===== config.mk =====
export PLATFORM = sky130hd
export DESIGN_NAME = sls_serializer
export DESIGN_NICKNAME = d
export VERILOG_FILES = /design/src/verilog/sls_pkg.sv /design/src/verilog/sls_serializer.sv /design/src/verilog/sls_sync.sv
export SDC_FILE = /design/constraint.sdc
export NUM_CORES = 1
export LEC_CHECK = 0
export BUFFER_PORTS_ARGS = -buffer_cell sky130_fd_sc_hd__buf_2
export CORE_UTILIZATION = 57
export CTS_CLUSTER_SIZE = 30
export DETAILED_ROUTE_END_ITERATION = 8
export MAX_ROUTING_LAYER = met4
export PLACE_DENSITY = 0.75
export SLEW_MARGIN = 40
export SYNTH_ARGS = -nofsm -noshare
export SYNTH_HDL_FRONTEND = slang
export SYNTH_HIERARCHICAL = 1
export SYNTH_SLANG_ARGS = --single-unit

===== constraint.sdc =====
create_clock -name ref_clk -period 7.5 [get_ports ref_clk]
set_input_delay 1.125 -clock ref_clk [delete_from_list [all_inputs] [get_ports ref_clk]]
set_output_delay 1.125 -clock ref_clk [all_outputs]
set_load 0.02 [all_outputs]

===== src/verilog/sls_pkg.sv =====
// shared constants and types for the 21-to-3 lane serializer
package sls_pkg;
    // =========================================================
    // link shape
    localparam int LANES      = 3;
    localparam int SLICE_BITS = 7;
    localparam int WORD_BITS  = LANES * SLICE_BITS;
    localparam int CLK_HIGH_BITS = 4;           // forwarded clock high for bit slots 0..3

    // =========================================================
    // timing
    localparam int REF_CLK_MHZ     = 25;
    localparam int LOCK_TIME_US    = 1000;      // typical relock time after power-up
    localparam int LOCK_CYCLES_DEF = LOCK_TIME_US * REF_CLK_MHZ;
    localparam int PERIOD_W        = 8;         // input clock period, in reference cycles
    localparam int LOCK_W          = 16;

    localparam logic [PERIOD_W-1:0] PERIOD_MIN_DEF = 8'h04;
    localparam logic [PERIOD_W-1:0] PERIOD_MAX_DEF = 8'h40;
    localparam logic [PERIOD_W-1:0] SSC_TOL_DEF    = 8'h01;  // period drift allowed per cycle
    localparam logic [PERIOD_W-1:0] PERIOD_SAT     = 8'hFF;
    localparam logic [PERIOD_W-1:0] BIT_STEP       = 8'h07;  // one slice per lane per period
    localparam logic [2:0]          LAST_BIT       = 3'h6;

    // =========================================================
    // multiplier state, gray coded along off -> acquire -> locked
    typedef enum logic [1:0] {
        ST_OFF     = 2'h0,
        ST_ACQUIRE = 2'h1,
        ST_LOCKED  = 2'h3
    } sls_state_t;

    typedef struct packed {
        sls_state_t            state;
        logic                  clkPrev;
        logic [PERIOD_W-1:0]   cnt;
        logic [PERIOD_W-1:0]   period;
        logic [PERIOD_W-1:0]   acc;
        logic [LOCK_W-1:0]     lockCnt;
        logic [2:0]            bitIdx;
        logic [WORD_BITS-1:0]  hold;
        logic [WORD_BITS-1:0]  shift;
        logic [LANES-1:0]      laneBits;
        logic                  fwdClk;
        logic                  drive;
    } sls_regs_t;
endpackage


===== src/verilog/sls_serializer.sv =====
// 21-bit parallel to three-lane serial link transmitter with forwarded clock
//
// Behaviour
// - three 7-bit shifters, loaded in parallel, each shifted out on its own lane
// - 21 input bits per input clock cycle travel over three data lanes
// - all 21 data inputs captured into holding register at each input clock fall
// - multiplier locked to input clock unloads holding register in 7-bit slices
// - forwarded clock phase-locked to input clock at identical frequency
// - four differential outputs: three serial lanes plus forwarded clock
// - power-down low stops internal clock and turns all output drivers off
// - power-down low forces every internal register except the pin synchronisers to zero
// - multiplier tracks 3 percent centre spread at 50 kHz modulation
// - bits 0..6 appear in order, bit n at n sevenths after clock rise
// - forwarded clock high four bit times, low three, per cycle
// - relock about 1 ms after power-down release; clock low soon after entry
// - on power-down the device goes off and holds forwarded clock low
module sls_serializer
    import sls_pkg::*;
#(
    parameter int                  LOCK_CYCLES = LOCK_CYCLES_DEF,
    parameter logic [PERIOD_W-1:0] PERIOD_MIN  = PERIOD_MIN_DEF,
    parameter logic [PERIOD_W-1:0] PERIOD_MAX  = PERIOD_MAX_DEF,
    parameter logic [PERIOD_W-1:0] SSC_TOL     = SSC_TOL_DEF
) (
    input  wire logic                 ref_clk,
    input  wire logic                 reset,
    input  wire logic                 input_clock,
    input  wire logic [WORD_BITS-1:0] parallel_data,
    input  wire logic                 power_down_clear_n,
    output logic      [LANES-1:0]     serialLaneP,
    output logic      [LANES-1:0]     serialLaneN,
    output logic                      forwardedClockP,
    output logic                      forwardedClockN,
    output logic                      driverEnable
);
    sls_regs_t            r;
    sls_regs_t            next_r;
    logic [WORD_BITS+1:0] pinSync;
    logic [WORD_BITS-1:0] dataSync;
    logic                 clkSync;
    logic                 pdnSync;
    logic                 fall;
    logic                 periodOk;
    logic [PERIOD_W-1:0]  drift;
    logic [PERIOD_W:0]    accSum;
    logic                 tick;
    logic [WORD_BITS-1:0] shifted;

    // =========================================================
    // pin synchronisers: clock, data and power-down all arrive from outside
    sls_sync #(
        .WIDTH (WORD_BITS + 2)
    ) u_sync (
        .ref_clk (ref_clk),
        .reset   (reset),
        .async   ({power_down_clear_n, input_clock, parallel_data}),
        .synced  (pinSync)
    );

    assign dataSync = pinSync[WORD_BITS-1:0];
    assign clkSync  = pinSync[WORD_BITS];
    assign pdnSync  = pinSync[WORD_BITS+1];

    // =========================================================
    // input clock edge and period qualification
    assign fall  = r.clkPrev & ~clkSync;
    assign drift = (r.cnt >= r.period) ? (r.cnt - r.period) : (r.period - r.cnt);
    // drift tolerance lets a spread-spectrum clock stay locked
    assign periodOk = (r.cnt >= PERIOD_MIN) && (r.cnt <= PERIOD_MAX) && (drift <= SSC_TOL);

    // fractional bit-rate generator: seven ticks per measured period
    assign accSum = {1'b0, r.acc} + {1'b0, BIT_STEP};
    assign tick   = (accSum >= {1'b0, r.period});

    // =========================================================
    // per-lane shift: each 7-bit slice moves one place toward its lane pin
    genvar ln;
    generate
        for (ln = 0; ln < LANES; ln++) begin : g_lane
            assign shifted[ln*SLICE_BITS +: SLICE_BITS] =
                {1'b0, r.shift[ln*SLICE_BITS+1 +: SLICE_BITS-1]};
            // differential pair; both legs low while drivers are off
            assign serialLaneP[ln] = r.drive &  r.laneBits[ln];
            assign serialLaneN[ln] = r.drive & ~r.laneBits[ln];
        end
    endgenerate

    assign forwardedClockP = r.drive &  r.fwdClk;
    assign forwardedClockN = r.drive & ~r.fwdClk;
    assign driverEnable    = r.drive;

    // =========================================================
    // next-state logic
    always_comb begin
        next_r         = r;
        next_r.clkPrev = clkSync;
        next_r.cnt     = (r.cnt == PERIOD_SAT) ? r.cnt : r.cnt + 8'h01;
        next_r.drive   = (r.state == ST_LOCKED);
        if (fall) begin
            next_r.cnt    = 8'h01;
            next_r.period = r.cnt;
            next_r.hold   = dataSync;
        end
        case (r.state)
            ST_OFF: begin
                next_r.state   = ST_ACQUIRE;
                next_r.lockCnt = '0;
            end
            ST_ACQUIRE: begin
                // a lost or wild edge restarts the lock wait
                if ((fall && !periodOk) || r.cnt == PERIOD_SAT) begin
                    next_r.lockCnt = '0;
                end else if (r.lockCnt == LOCK_W'(LOCK_CYCLES - 1)) begin
                    next_r.state = ST_LOCKED;
                    // park on the last slot with the clock low: a stale slot index would
                    // otherwise tick the clock high before any input edge starts a frame
                    next_r.bitIdx   = LAST_BIT;
                    next_r.fwdClk   = 1'b0;
                    next_r.laneBits = '0;
                end else begin
                    next_r.lockCnt = r.lockCnt + 16'h0001;
                end
            end
            ST_LOCKED: begin
                if ((fall && !periodOk) || r.cnt == PERIOD_SAT) begin
                    next_r.state    = ST_ACQUIRE;
                    next_r.lockCnt  = '0;
                    next_r.fwdClk   = 1'b0;
                    next_r.laneBits = '0;
                    next_r.bitIdx   = LAST_BIT;
                end else if (fall) begin
                    // new frame: previous word goes into the shifters, bit 0 out
                    next_r.shift  = r.hold;
                    next_r.acc    = '0;
                    next_r.bitIdx = '0;
                    next_r.fwdClk = 1'b1;
                    for (int l = 0; l < LANES; l++) begin
                        next_r.laneBits[l] = r.hold[l*SLICE_BITS];
                    end
                end else if (tick) begin
                    next_r.acc = PERIOD_W'(accSum - {1'b0, r.period});
                    // stop at the last slot until the next input edge starts a frame
                    if (r.bitIdx < LAST_BIT) begin
                        next_r.bitIdx = r.bitIdx + 3'h1;
                        next_r.shift  = shifted;
                        next_r.fwdClk = ((r.bitIdx + 3'h1) < 3'(CLK_HIGH_BITS));
                        for (int l = 0; l < LANES; l++) begin
                            next_r.laneBits[l] = r.shift[l*SLICE_BITS+1];
                        end
                    end
                end else begin
                    next_r.acc = PERIOD_W'(accSum);
                end
            end
            default: begin
                next_r = '0;
            end
        endcase
        // power-down clears everything and freezes the bit clock
        if (!pdnSync) begin
            next_r = '0;
        end
    end

    // =========================================================
    // state register
    always_ff @(posedge ref_clk) begin
        if (reset) begin
            r <= '0;
        end else begin
            r <= next_r;
        end
    end
endmodule


===== src/verilog/sls_sync.sv =====
// two-stage synchroniser for a bundle of pin inputs
module sls_sync #(
    parameter int WIDTH = 1
) (
    input  wire logic             ref_clk,
    input  wire logic             reset,
    input  wire logic [WIDTH-1:0] async,
    output logic      [WIDTH-1:0] synced
);
    logic [WIDTH-1:0] meta;

    // =========================================================
    // first stage feeds only the second stage
    always_ff @(posedge ref_clk) begin
        if (reset) begin
            meta   <= '0;
            synced <= '0;
        end else begin
            meta   <= async;
            synced <= meta;
        end
    end
endmodule


==> summary.md, run 1 <==
| Metric | Value |
|---|---|
| Status | finished, final reports clean |
| Die width | 107 um |
| Post-DRT Antenna Nets | 0 |
| Final Cell Area | 7110 um2 |
| Cts bufs inserted | 17 |
| Synth Instances | 707 |
| Worst setup endpoint | r[6] |
| Clk_skew | 11.3 ps |
| Clk slew on worst S/H paths | 70 ps |
| Area fraction in compound gates after synthesis | 0.131 |
| Startpoint Class | register |
| CTS Sinks | 136 |
| Hold buffers post-CTS | 0 |
| Sequential share of power | 0.469 |
| CTS HTree Levels | 4 |
| Slew margin rel. | 0.531 |
| Reg2reg setup slack | 3430 ps |
| RR Startpoint | r[82] |
| Cell Pwr Density | 221 nW/um2 |
| GPL Wtd Cong | 0.883 |
| Final Max Tran Viols | 0 |
| Sequential share of the synthesized area | 0.433 |
| Leak | 2.60 nW |
| Distinct cells, synth | 54 |
| Crit Path Max Fanout | 15 |
| Total Power | 1.57 mW |
| Arr. time, crit path | 4500 ps |
| Pin count of the biggest net entering global routing | 51 |
| Clock root cell | clkbuf_8 |
| Kind of critical path | register to register |
| Multi-input combinational cell area | 3340 um2 |
| Syn Nets | 763 |
| Adder-Cell Fraction of Synth Area | 0.0652 |
| Core Rows | 38 |
| Max frequency | 246 MHz |
| Global-route usage over all layers | 0.243 |
| Main combinational cell family by area after synthesis | simple AND/OR/NAND/NOR gates |
| Synthesized flop and latch total | 136 |
| Clock power share | 0.515 |
| Net Sw Power | 0.347 mW |
| Starting DRT DRC Count | 333 |
| CTS tree | done |
| Layout cells sized above 1 | 0.127 |
| YS warnings | 6 |
| Worst Hold Slack | 432 ps |
| Router iterations before antenna repair | 5 |
| Initial antenna violation count | 0 |
| Commonest non-fill, non-tap cell in the layout | dfxtp_1 |
| Worst-skew pair later-pin latency | 520 ps |
| Final setup violation count | 0 |
| Most frequent cells in the layout | 136 x dfxtp_1, 107 x nand2_1, 54 x a21oi_1, 54 x nor2b_1, 45 x nor2_1 |
| Die height | 107 um |
| Final Hold Viols | 0 |
| Comb pwr share | 0.016 |
| Mux contribution to synthesized area | 0.0598 |
| Post-Layout Cell Count | 881 |
| Setup crit start | r[82] |
| Synthesis-to-layout area growth | 13.0% |
| Final setup TNS | 0 ps |
| Worst reg2reg endpoint | r[6] |
| Setup bufs post-CTS | 0 |
| Post-cts sizing count | 0 |
| CP endpoint kind | register |
| Per-instance average area after synthesis | 8.90 um2 |
| First-pass GRT wire length | 21.4 mm |
| Fillers | 857 |
| # IOs | 34 |
| CP required | 7930 ps |
| Area share of and/or/nand/nor cells after synthesis | 0.225 |
| Switching Fraction | 0.220 |
| Internal | 1.23 mW |
| Via/cell ratio | 5.55 |
| WL/cell | 14.3 um |
| Part of the cycle the worst path needs | 0.542 |
| Post-DP Area | 6520 um2 |
| Max-cap violations | 0 |
| Final core occ | 0.659 |
| Async set-or-reset flop fraction in the synthesized netlist | 0 |
| Register area | 2720 um2 |
| RSZ-0062 raised after global routing | no |
| Final net count | 785 |
| Drt drc | 0 |
| Congestion Overflow GR | 0 |
| Pre-CTS WS | 3500 ps |
| FF-to-FF path depth | 11 |
| Cell Area, Synth | 6290 um2 |
| Worst-Margin Slew | 700 ps |
| Hold Path Class | register to register |
| WL final | 12.6 mm |
| Setup WS post-layout | 3430 ps |
| Inst Count DP | 849 |
| Antenna Cells | 0 |
| Via count | 4888 |
| Post-detail-place hpwl | 8.71 mm |
| Port Buffers | 33 |
| Number of synthesized flops with an enable pin | 0 |
| Placeable core area | 10800 um2 |
| DIE AREA | 11500 um2 |
| Maximum vdd drop | 0.000207 V |
| Vias in the first global route | 4718 |
| Initial core utilization | 0.583 |
| XOR/XNOR share of the synthesized area | 0.0473 |
| Post-synth top flop | dfxtp_1 |
| Clk buf depth | 2 |
| Fin crit period | 4070 ps |
==> flip-flops by register name (all words and copies together), names as in the netlist <==
signal and count:
u_sync/meta 23, r 89, u_sync/synced 23, driverEnable 1
==> power groups by stage <==
stage	registers (mW)	clock network (mW)	logic, mW
CTS	0.738	0.823	0.0262
global placement	0.753	0	0.0252
detailed placement	0.753	0	0.0261
finish	0.738	0.811	0.0259
floorplan	0.752	0	0.0171
global route	0.738	0.855	0.0291
==> final cells by class <==
type	count	area share
multi-input cells	511	0.469
clock buffers	17	0.0582
inverters	26	0.0137
clock inverters	14	0.0230
repair buffers	37	0.0283
flip-flops and latches	136	0.383
well taps	140	0.0246
==> synthesized netlist by cell type, types with 3 or more instances <==
| library cell | number | share of area |
|---|---|---|
| and2_1 | 7 | 0.0070 |
| o21a_1 | 3 | 0.0036 |
| nor2_1 | 45 | 0.027 |
| xnor2_1 | 18 | 0.025 |
| a21oi_1 | 54 | 0.043 |
| o21ai_0 | 18 | 0.014 |
| and3_1 | 5 | 0.0050 |
| mux2_2 | 5 | 0.0089 |
| nor2b_1 | 56 | 0.056 |
| o22ai_2 | 10 | 0.020 |
| ha_1 | 28 | 0.056 |
| nand2_1 | 107 | 0.064 |
| buf_2 | 7 | 0.0056 |
| a31oi_1 | 5 | 0.0050 |
| nor3_1 | 10 | 0.0080 |
| a32o_1 | 3 | 0.0048 |
| dfxtp_1 | 136 | 0.43 |
| a31o_2 | 3 | 0.0042 |
| nor3b_1 | 3 | 0.0036 |
| nand4_1 | 9 | 0.0089 |
| or4_1 | 9 | 0.011 |
| nand3_1 | 13 | 0.010 |
| o22ai_1 | 6 | 0.0060 |
| xor2_1 | 16 | 0.022 |
| clkbuf_1 | 24 | 0.014 |
| mux2i_1 | 32 | 0.051 |
| fa_1 | 3 | 0.0095 |
| inv_1 | 26 | 0.016 |
| o311ai_0 | 4 | 0.0056 |
| or3_1 | 3 | 0.0030 |
| a21o_1 | 3 | 0.0036 |
| nand2b_1 | 7 | 0.0070 |
==> worst min-delay path by stage <==
stage                       from  slack, ps           endpoint  cells after the start
2_1_floorplan    u_sync/meta[20]        410  u_sync/synced[20]                      1
3_3_place_gp     u_sync/meta[20]        410  u_sync/synced[20]                      1
3_5_place_dp     u_sync/meta[20]        420  u_sync/synced[20]                      1
4_1_cts          u_sync/meta[20]        430  u_sync/synced[20]                      1
5_1_grt        u_sync/synced[19]        460              r[45]                      2
6_report         u_sync/meta[20]        430  u_sync/synced[20]                      1
==> logic make-up (layout without fill, tap and decap cells) <==
family                   after synthesis  after routing
buffers and inverters                 60             94
adder cells (fa/ha/maj)               31             31
multiplexers                          37             37
AO/OA/AOI/OAI                        124            124
flip-flops                           136            136
XOR/XNOR                              34             34
AND/OR/NAND/NOR                      285            285
==> per-layer routing <==
| metal | vias to the layer above | track usage | share of wire |
|---|---|---|---|
| met5 | - | - | 0 |
| met4 | 0 | 0.0998 | 0.017 |
| met3 | 19 | 0.0523 | 0.036 |
| met2 | 112 | 0.388 | 0.48 |
| met1 | 2285 | 0.300 | 0.47 |
| li1 | 2472 | - | - |
==> critical path, stage by stage (launching register included) <==
cell and delay [ps]:
dfxtp_1 440, inv_1 100, ha_1 220, fa_1 400, xor2_1 170, o311ai_0 130
or4_1 500, a2111oi_2 360, a32oi_1 170, and2_1 330, or4_1 910, o22ai_1 230
(Power assumes the default switching activity.)
==> run 2, diff against run 1 <==
Settings changed: ABC_AREA set to 1, CORE_UTILIZATION 57 to 55, PLACE_DENSITY 0.75 to 0.76.
Clock period 7.5 ns to 3.46 ns, I/O delays scaled along.
==> run 2 against run 1 <==
Net effect: via count up 18%; die area up 9.1%; global-route usage down 1.0 points; highest routed layer unchanged.
==> summary.md, run 2 <==
| Metric | Value |
|---|---|
| Kind of critical path | register to register |
| Post-DRT Antenna Nets | 0 |
| Distinct cells, synth | 43 |
| Slew margin rel. | 0.507 |
| Initial antenna violation count | 0 |
| Status | finished, final reports clean |
| CTS HTree Levels | 4 |
| Worst-Margin Slew | 740 ps |
| Mux contribution to synthesized area | 0 |
| Post-detail-place hpwl | 9.11 mm |
| Final Hold Viols | 0 |
| Hold Path Class | primary input to register |
| Main combinational cell family by area after synthesis | simple AND/OR/NAND/NOR gates |
| Sequential share of the synthesized area | 0.410 |
| Per-instance average area after synthesis | 7.12 um2 |
| Layout cells sized above 1 | 0.0932 |
| First-pass GRT wire length | 23.1 mm |
| Starting DRT DRC Count | 387 |
| Synth Instances | 932 |
| Biggest register | r |
| Largest regs | r: 89 flops, u_sync/meta: 23 flops, u_sync/synced: 23 flops |
| CTS tree | done |
| Global-route usage over all layers | 0.233 |
| Synth top area share | 0.410 |
| Port Buffers | 33 |
| Core Rows | 39 |
| FF-to-FF path depth | 18 |
| Clk_skew | 6.74 ps |
| Die height | 112 um |
| Startpoint Class | register |
| Max frequency | 323 MHz |
| Commonest non-fill, non-tap cell in the layout | nand2_1 |
| Setup crit start | r[66] |
| Clk slew on worst S/H paths | 60 ps |
| WL final | 13.5 mm |
| Syn Nets | 988 |
| Maximum vdd drop | 0.000457 V |
| Cell Area, Synth | 6640 um2 |
| Synth area leader | dfxtp_1 |
| Worst reg2reg endpoint | r[11] |
| Fin crit period | 3100 ps |
| Synthesis-to-layout area growth | 12.2% |
| Hold Path Stages | 3 |
| Number of synthesized flops with an enable pin | 0 |
| Cell with the most instances after synthesis | nand2_1 |
| DIE AREA | 12500 um2 |
| Via/cell ratio | 5.15 |
| Cell Pwr Density | 463 nW/um2 |
| Leak | 3.21 nW |
| Pin count of the biggest net entering global routing | 48 |
| # IOs | 34 |
| Router iterations before antenna repair | 7 |
| Hold buffers post-CTS | 0 |
| Via count | 5766 |
| CP endpoint kind | register |
| Clk buf depth | 2 |
| Part of the cycle the worst path needs | 0.895 |
| Final net count | 1019 |
| Crit Path Max Fanout | 36 |
| Congestion Overflow GR | 0 |
| Synthesized flop and latch total | 136 |
| Worst-skew pair later-pin latency | 410 ps |
| Max-cap violations | 0 |
| Reg2reg setup slack | 360 ps |
| Top post-synthesis cells by area | dfxtp_1 41%, nand2_1 11%, inv_1 7.9%, nor2_1 7.7%, a21oi_1 6.3% |
| Final setup violation count | 0 |
| Fillers | 1045 |
| Die width | 112 um |
| WL/cell | 12.0 um |
| GPL Wtd Cong | 0.884 |
| Multi-input combinational cell area | 3180 um2 |
| Adder-Cell Fraction of Synth Area | 0.0618 |
| Async set-or-reset flop fraction in the synthesized netlist | 0 |
| Cts bufs inserted | 17 |
| Largest register FFs | 89 |
| Most frequent cells in the layout | 198 x nand2_1, 139 x inv_1, 136 x dfxtp_1, 135 x nor2_1, 84 x a21oi_1 |
| YS warnings | 6 |
| Register area | 2720 um2 |
| Antenna Cells | 0 |
| HP Start | parallel_data[10] |
| CTS Sinks | 136 |
| Top cells by count, synth | 198 x nand2_1, 139 x inv_1, 136 x dfxtp_1, 136 x nor2_1, 84 x a21oi_1 |
| Vias in the first global route | 5171 |
| Post-synth top flop | dfxtp_1 |
| Final Max Tran Viols | 0 |
| Arr. time, crit path | 3410 ps |
| Hold Crit Endpoint | u_sync/meta[10] |
| Placeable core area | 11600 um2 |
| Clock root cell | clkbuf_16 |
| Total Power | 3.45 mW |
| Area fraction in compound gates after synthesis | 0.125 |
| RSZ-0062 raised after global routing | no |
| Initial core utilization | 0.572 |
| CP required | 3770 ps |
| Area share of and/or/nand/nor cells after synthesis | 0.271 |
| Drt drc | 0 |
| Post-cts sizing count | 0 |
| RR Startpoint | r[66] |
| Setup bufs post-CTS | 0 |
| Final setup TNS | 0 ps |
| XOR/XNOR share of the synthesized area | 0.0211 |
## run 2: cell count changes after synthesis, sizes merged, moves of 9 or more
| cell | delta |
|---|---|
| a21oi | +32 |
| a22oi | +14 |
| clkbuf | -9 |
| inv | +115 |
| mux2i | -32 |
| nand2 | +94 |
| nand3 | +43 |
| nor2 | +93 |
| nor2b | -56 |
| o22ai | -16 |
| or4 | -9 |
| xnor2 | -16 |
## run 2: layer usage
layer | track usage | share of wire
met1 | 0.298 | 0.49
met2 | 0.365 | 0.45
met3 | 0.0490 | 0.044
met4 | 0.0793 | 0.014
met5 | - | 0
## run 2: worst max-delay path by stage
stage               slack [ps]  cells after the start  endpoint
detailed placement         460                     18      r[7]
global placement           520                     17     r[20]
global route               0.9                     17     r[16]
finish                     360                     18     r[11]
floorplan                  780                     19     r[21]
CTS                        370                     18     r[11]
## run 2: worst max-delay path, stage by stage, from the launching register on
cell and delay (ps):
dfxtp_1 380, inv_1 70, ha_1 210, nand2_1 140
nand4_1 160, xor2_1 170, inv_1 70, ha_1 340
nand2_1 80, inv_1 50, nand4_1 90, o211ai_1 130
nand2_1 130, nand3_1 170, nand2_1 90, inv_2 420
nand3_1 160, nand2_1 90, nor2_1 40
## run 2: metrics by stage
| stage | std cells | util | setup slack (ps) | hold slack, ps | cell area [um2] |
|---|---|---|---|---|---|
| final | 1119 | 0.641 | 363 | 300 | 7450 |
| after global routing | 1119 | 0.641 | 0.895 | 293 | 7450 |
| after floorplan | 932 | - | 779 | 388 | 6640 |
| after CTS | 1119 | 0.641 | 367 | 295 | 7450 |
| after detailed placement | 1087 | 0.591 | 459 | 392 | 6860 |
| after global placement | 1087 | 0.591 | 520 | 390 | 6860 |
## run 2: final cells by class
| class | count | share of cell area |
|---|---|---|
| multi-input combinational | 622 | 0.427 |
| sequential | 136 | 0.365 |
| inverter | 142 | 0.0715 |
| clock buffer | 19 | 0.0608 |
| timing repair buffer | 44 | 0.0333 |
| tap | 143 | 0.0240 |
| clock inverter | 13 | 0.0178 |
## run 2: cells by family after synthesis
| logic type | Yosys count |
|---|---|
| fa+ha+maj | 31 |
| simple gates | 431 |
| flops | 136 |
| compound gates | 144 |
| buf+inv | 174 |
| xor+xnor | 16 |
## run 2: where the power goes
part | switching (mW) | internal [mW] | total [mW]
combinational | 0.0462 | 0.0294 | 0.0756
clock | 0.724 | 1.05 | 1.77
sequential | 0.00787 | 1.59 | 1.60
==> run 3, diff against run 2 <==
Settings changed: ABC_AREA 1 to 0.
==> run 3 against run 2 <==
Net effect: combinational power down 22%; cell area decreased by 1.2%; cell count decreased by 20%; core utilization rose by 2.9 points; fmax is 5.8% lower; critical endpoint is now r[9]; largest cell class unchanged.
==> summary.md, run 3 (same netlist as run 1, synthesis figures left out) <==
| Metric | Value |
|---|---|
| Largest register FFs | 89 |
| Clock root cell | clkbuf_16 |
| Router iterations before antenna repair | 4 |
| Multi-input combinational cell area | 3380 um2 |
| Largest regs | r: 89 flops, u_sync/meta: 23 flops, u_sync/synced: 23 flops |
| Top cell by count, worst path | ha_1 |
| Worst reg2reg endpoint | r[9] |
| CTS tree | done |
| CTS Sinks | 136 |
| Switching Fraction | 0.198 |
| Reg2reg setup slack | 170 ps |
| GPL Wtd Cong | 0.871 |
| Antenna Cells | 0 |
| Port Buffers | 33 |
| Arr. time, crit path | 3630 ps |
| Global-route usage over all layers | 0.247 |
| Worst-Margin Slew | 605 ps |
| Cell Pwr Density | 479 nW/um2 |
| Critical path depth in cells | 14 |
| Setup WS post-layout | 170 ps |
| Startpoint Class | register |
| Final Cell Area | 7360 um2 |
| WL final | 13.4 mm |
| CP endpoint kind | register |
| Sequential share of power | 0.454 |
| DIE AREA | 11900 um2 |
| Core Rows | 38 |
| Cts bufs inserted | 17 |
| Final Max Tran Viols | 0 |
| Placeable core area | 11000 um2 |
| CP required | 3800 ps |
| Post-DRT Antenna Nets | 0 |
| Status | finished, final reports clean |
| Final setup TNS | 0 ps |
| Die height | 109 um |
| WL/cell | 14.9 um |
| Crit path max-delay family | compound AO/OA/AOI/OAI gates |
| Initial antenna violation count | 0 |
| Internal | 2.83 mW |
| Commonest non-fill, non-tap cell in the layout | dfxtp_1 |
| Post-detail-place hpwl | 9.16 mm |
| Setup crit start | r[66] |
| Fin crit period | 3290 ps |
| Layout cells sized above 1 | 0.159 |
| Comb pwr share | 0.017 |
| Hold buffers post-CTS | 0 |
| Final setup violation count | 0 |
| Biggest register | r |
| FF-to-FF path depth | 14 |
| Max frequency | 304 MHz |
| Crit-path cells | inv_1 -> ha_1 -> a21boi_0 -> xor2_1 -> ha_1 -> nand4_1 -> nor2_1 -> a311o_1 -> a21oi_1 -> a22oi_1 -> nor3_2 -> or4_4 -> buf_8 -> o22ai_1 |
| Slew margin rel. | 0.595 |
| Final Hold Viols | 0 |
| Final net count | 805 |
| Leak | 2.74 nW |
| Crit Path Max Fanout | 15 |
| Clk slew on worst S/H paths | 60 ps |
| Post-Layout Cell Count | 900 |
| Register area | 2720 um2 |
| Critical path buffers and inverters | 2 |
| Total Power | 3.53 mW |
| Via/cell ratio | 5.50 |
| Part of the cycle the worst path needs | 0.951 |
| HP Start | parallel_data[14] |
| Via count | 4948 |
| Max-cap violations | 0 |
| Synthesis-to-layout area growth | 17.0% |
| Congestion Overflow GR | 0 |
| Maximum vdd drop | 0.000483 V |
| Initial core utilization | 0.573 |
| Pin count of the biggest net entering global routing | 49 |
| Inst Count DP | 866 |
| Most frequent cells in the layout | 136 x dfxtp_1, 107 x nand2_1, 54 x a21oi_1, 54 x nor2b_1, 45 x nor2_1 |
| Worst-skew pair later-pin latency | 420 ps |
| Starting DRT DRC Count | 298 |
| Clk_skew | 8.53 ps |
| Slowest cell on crit path | or4_4 |
| Worst setup endpoint | r[9] |
| Net Sw Power | 0.697 mW |
| Hold Path Class | primary input to register |
| Pre-CTS WS | -50.8 ps |
| Kind of critical path | register to register |
| Clock power share | 0.530 |
| Vias in the first global route | 4715 |
| Clk buf depth | 2 |
| Post-DP Area | 6660 um2 |
| First-pass GRT wire length | 22.0 mm |
| Fillers | 847 |
| Die width | 109 um |
| Drt drc | 0 |
| # IOs | 34 |
| Crit path largest cell delay | 440 ps |
| RR Startpoint | r[66] |
| CTS HTree Levels | 4 |
## run 3: cell count changes in the layout (fill, tap and decap cells not counted), sizes merged, moves of 32 or more
cell | previous run | this run
inv | 148 | 28
nand2 | 201 | 107
nor2 | 138 | 45
nor2b | 0 | 56
nand3 | 56 | 13
a21oi | 86 | 54
mux2i | 0 | 32
## run 3: metrics by stage
stage	hold slack, ps	util
floorplan	411	-
global placement	416	0.606
detailed placement	420	0.606
CTS	293	0.665
global route	299	0.670
finish	308	0.670
## run 3: power by group through the flow
stage	Sequential [mW]	Combinational [mW]	Clock (mW)
after floorplan	1.63	0.0370	0
after global placement	1.63	0.0570	0
after detailed placement	1.63	0.0587	0
after CTS	1.60	0.0591	1.90
after global routing	1.60	0.0667	1.97
final	1.60	0.0588	1.87
## run 3: cell type report
cell class	count	share of cell area
clock buffers	21	0.0653
clock inverters	9	0.0190
inverters	26	0.0133
multi-input cells	511	0.459
flip-flops and latches	136	0.370
well taps	140	0.0238
repair buffers	57	0.0500
## run 3: timing repair
item,CTS,global route
pin swaps,1,4
gates resized for setup,3,12
endpoints found under the setup margin,19,29
buffers inserted,0,4
## run 3: metal layers
metal  part of all wire  global-route usage
met2               0.47               0.387
met3              0.036              0.0663
met5                  0                   -
met1               0.48               0.305
met4              0.018              0.0869
## run 3: worst min path at each step
stage / endpoint / slack, ps / depth (start not counted)
after floorplan: u_sync/synced[20] / 410 / 1
after global placement: u_sync/synced[20] / 420 / 1
after detailed placement: u_sync/synced[6] / 420 / 1
after CTS: u_sync/meta[14] / 290 / 2
after global routing: u_sync/meta[19] / 300 / 2
final: u_sync/meta[14] / 310 / 2
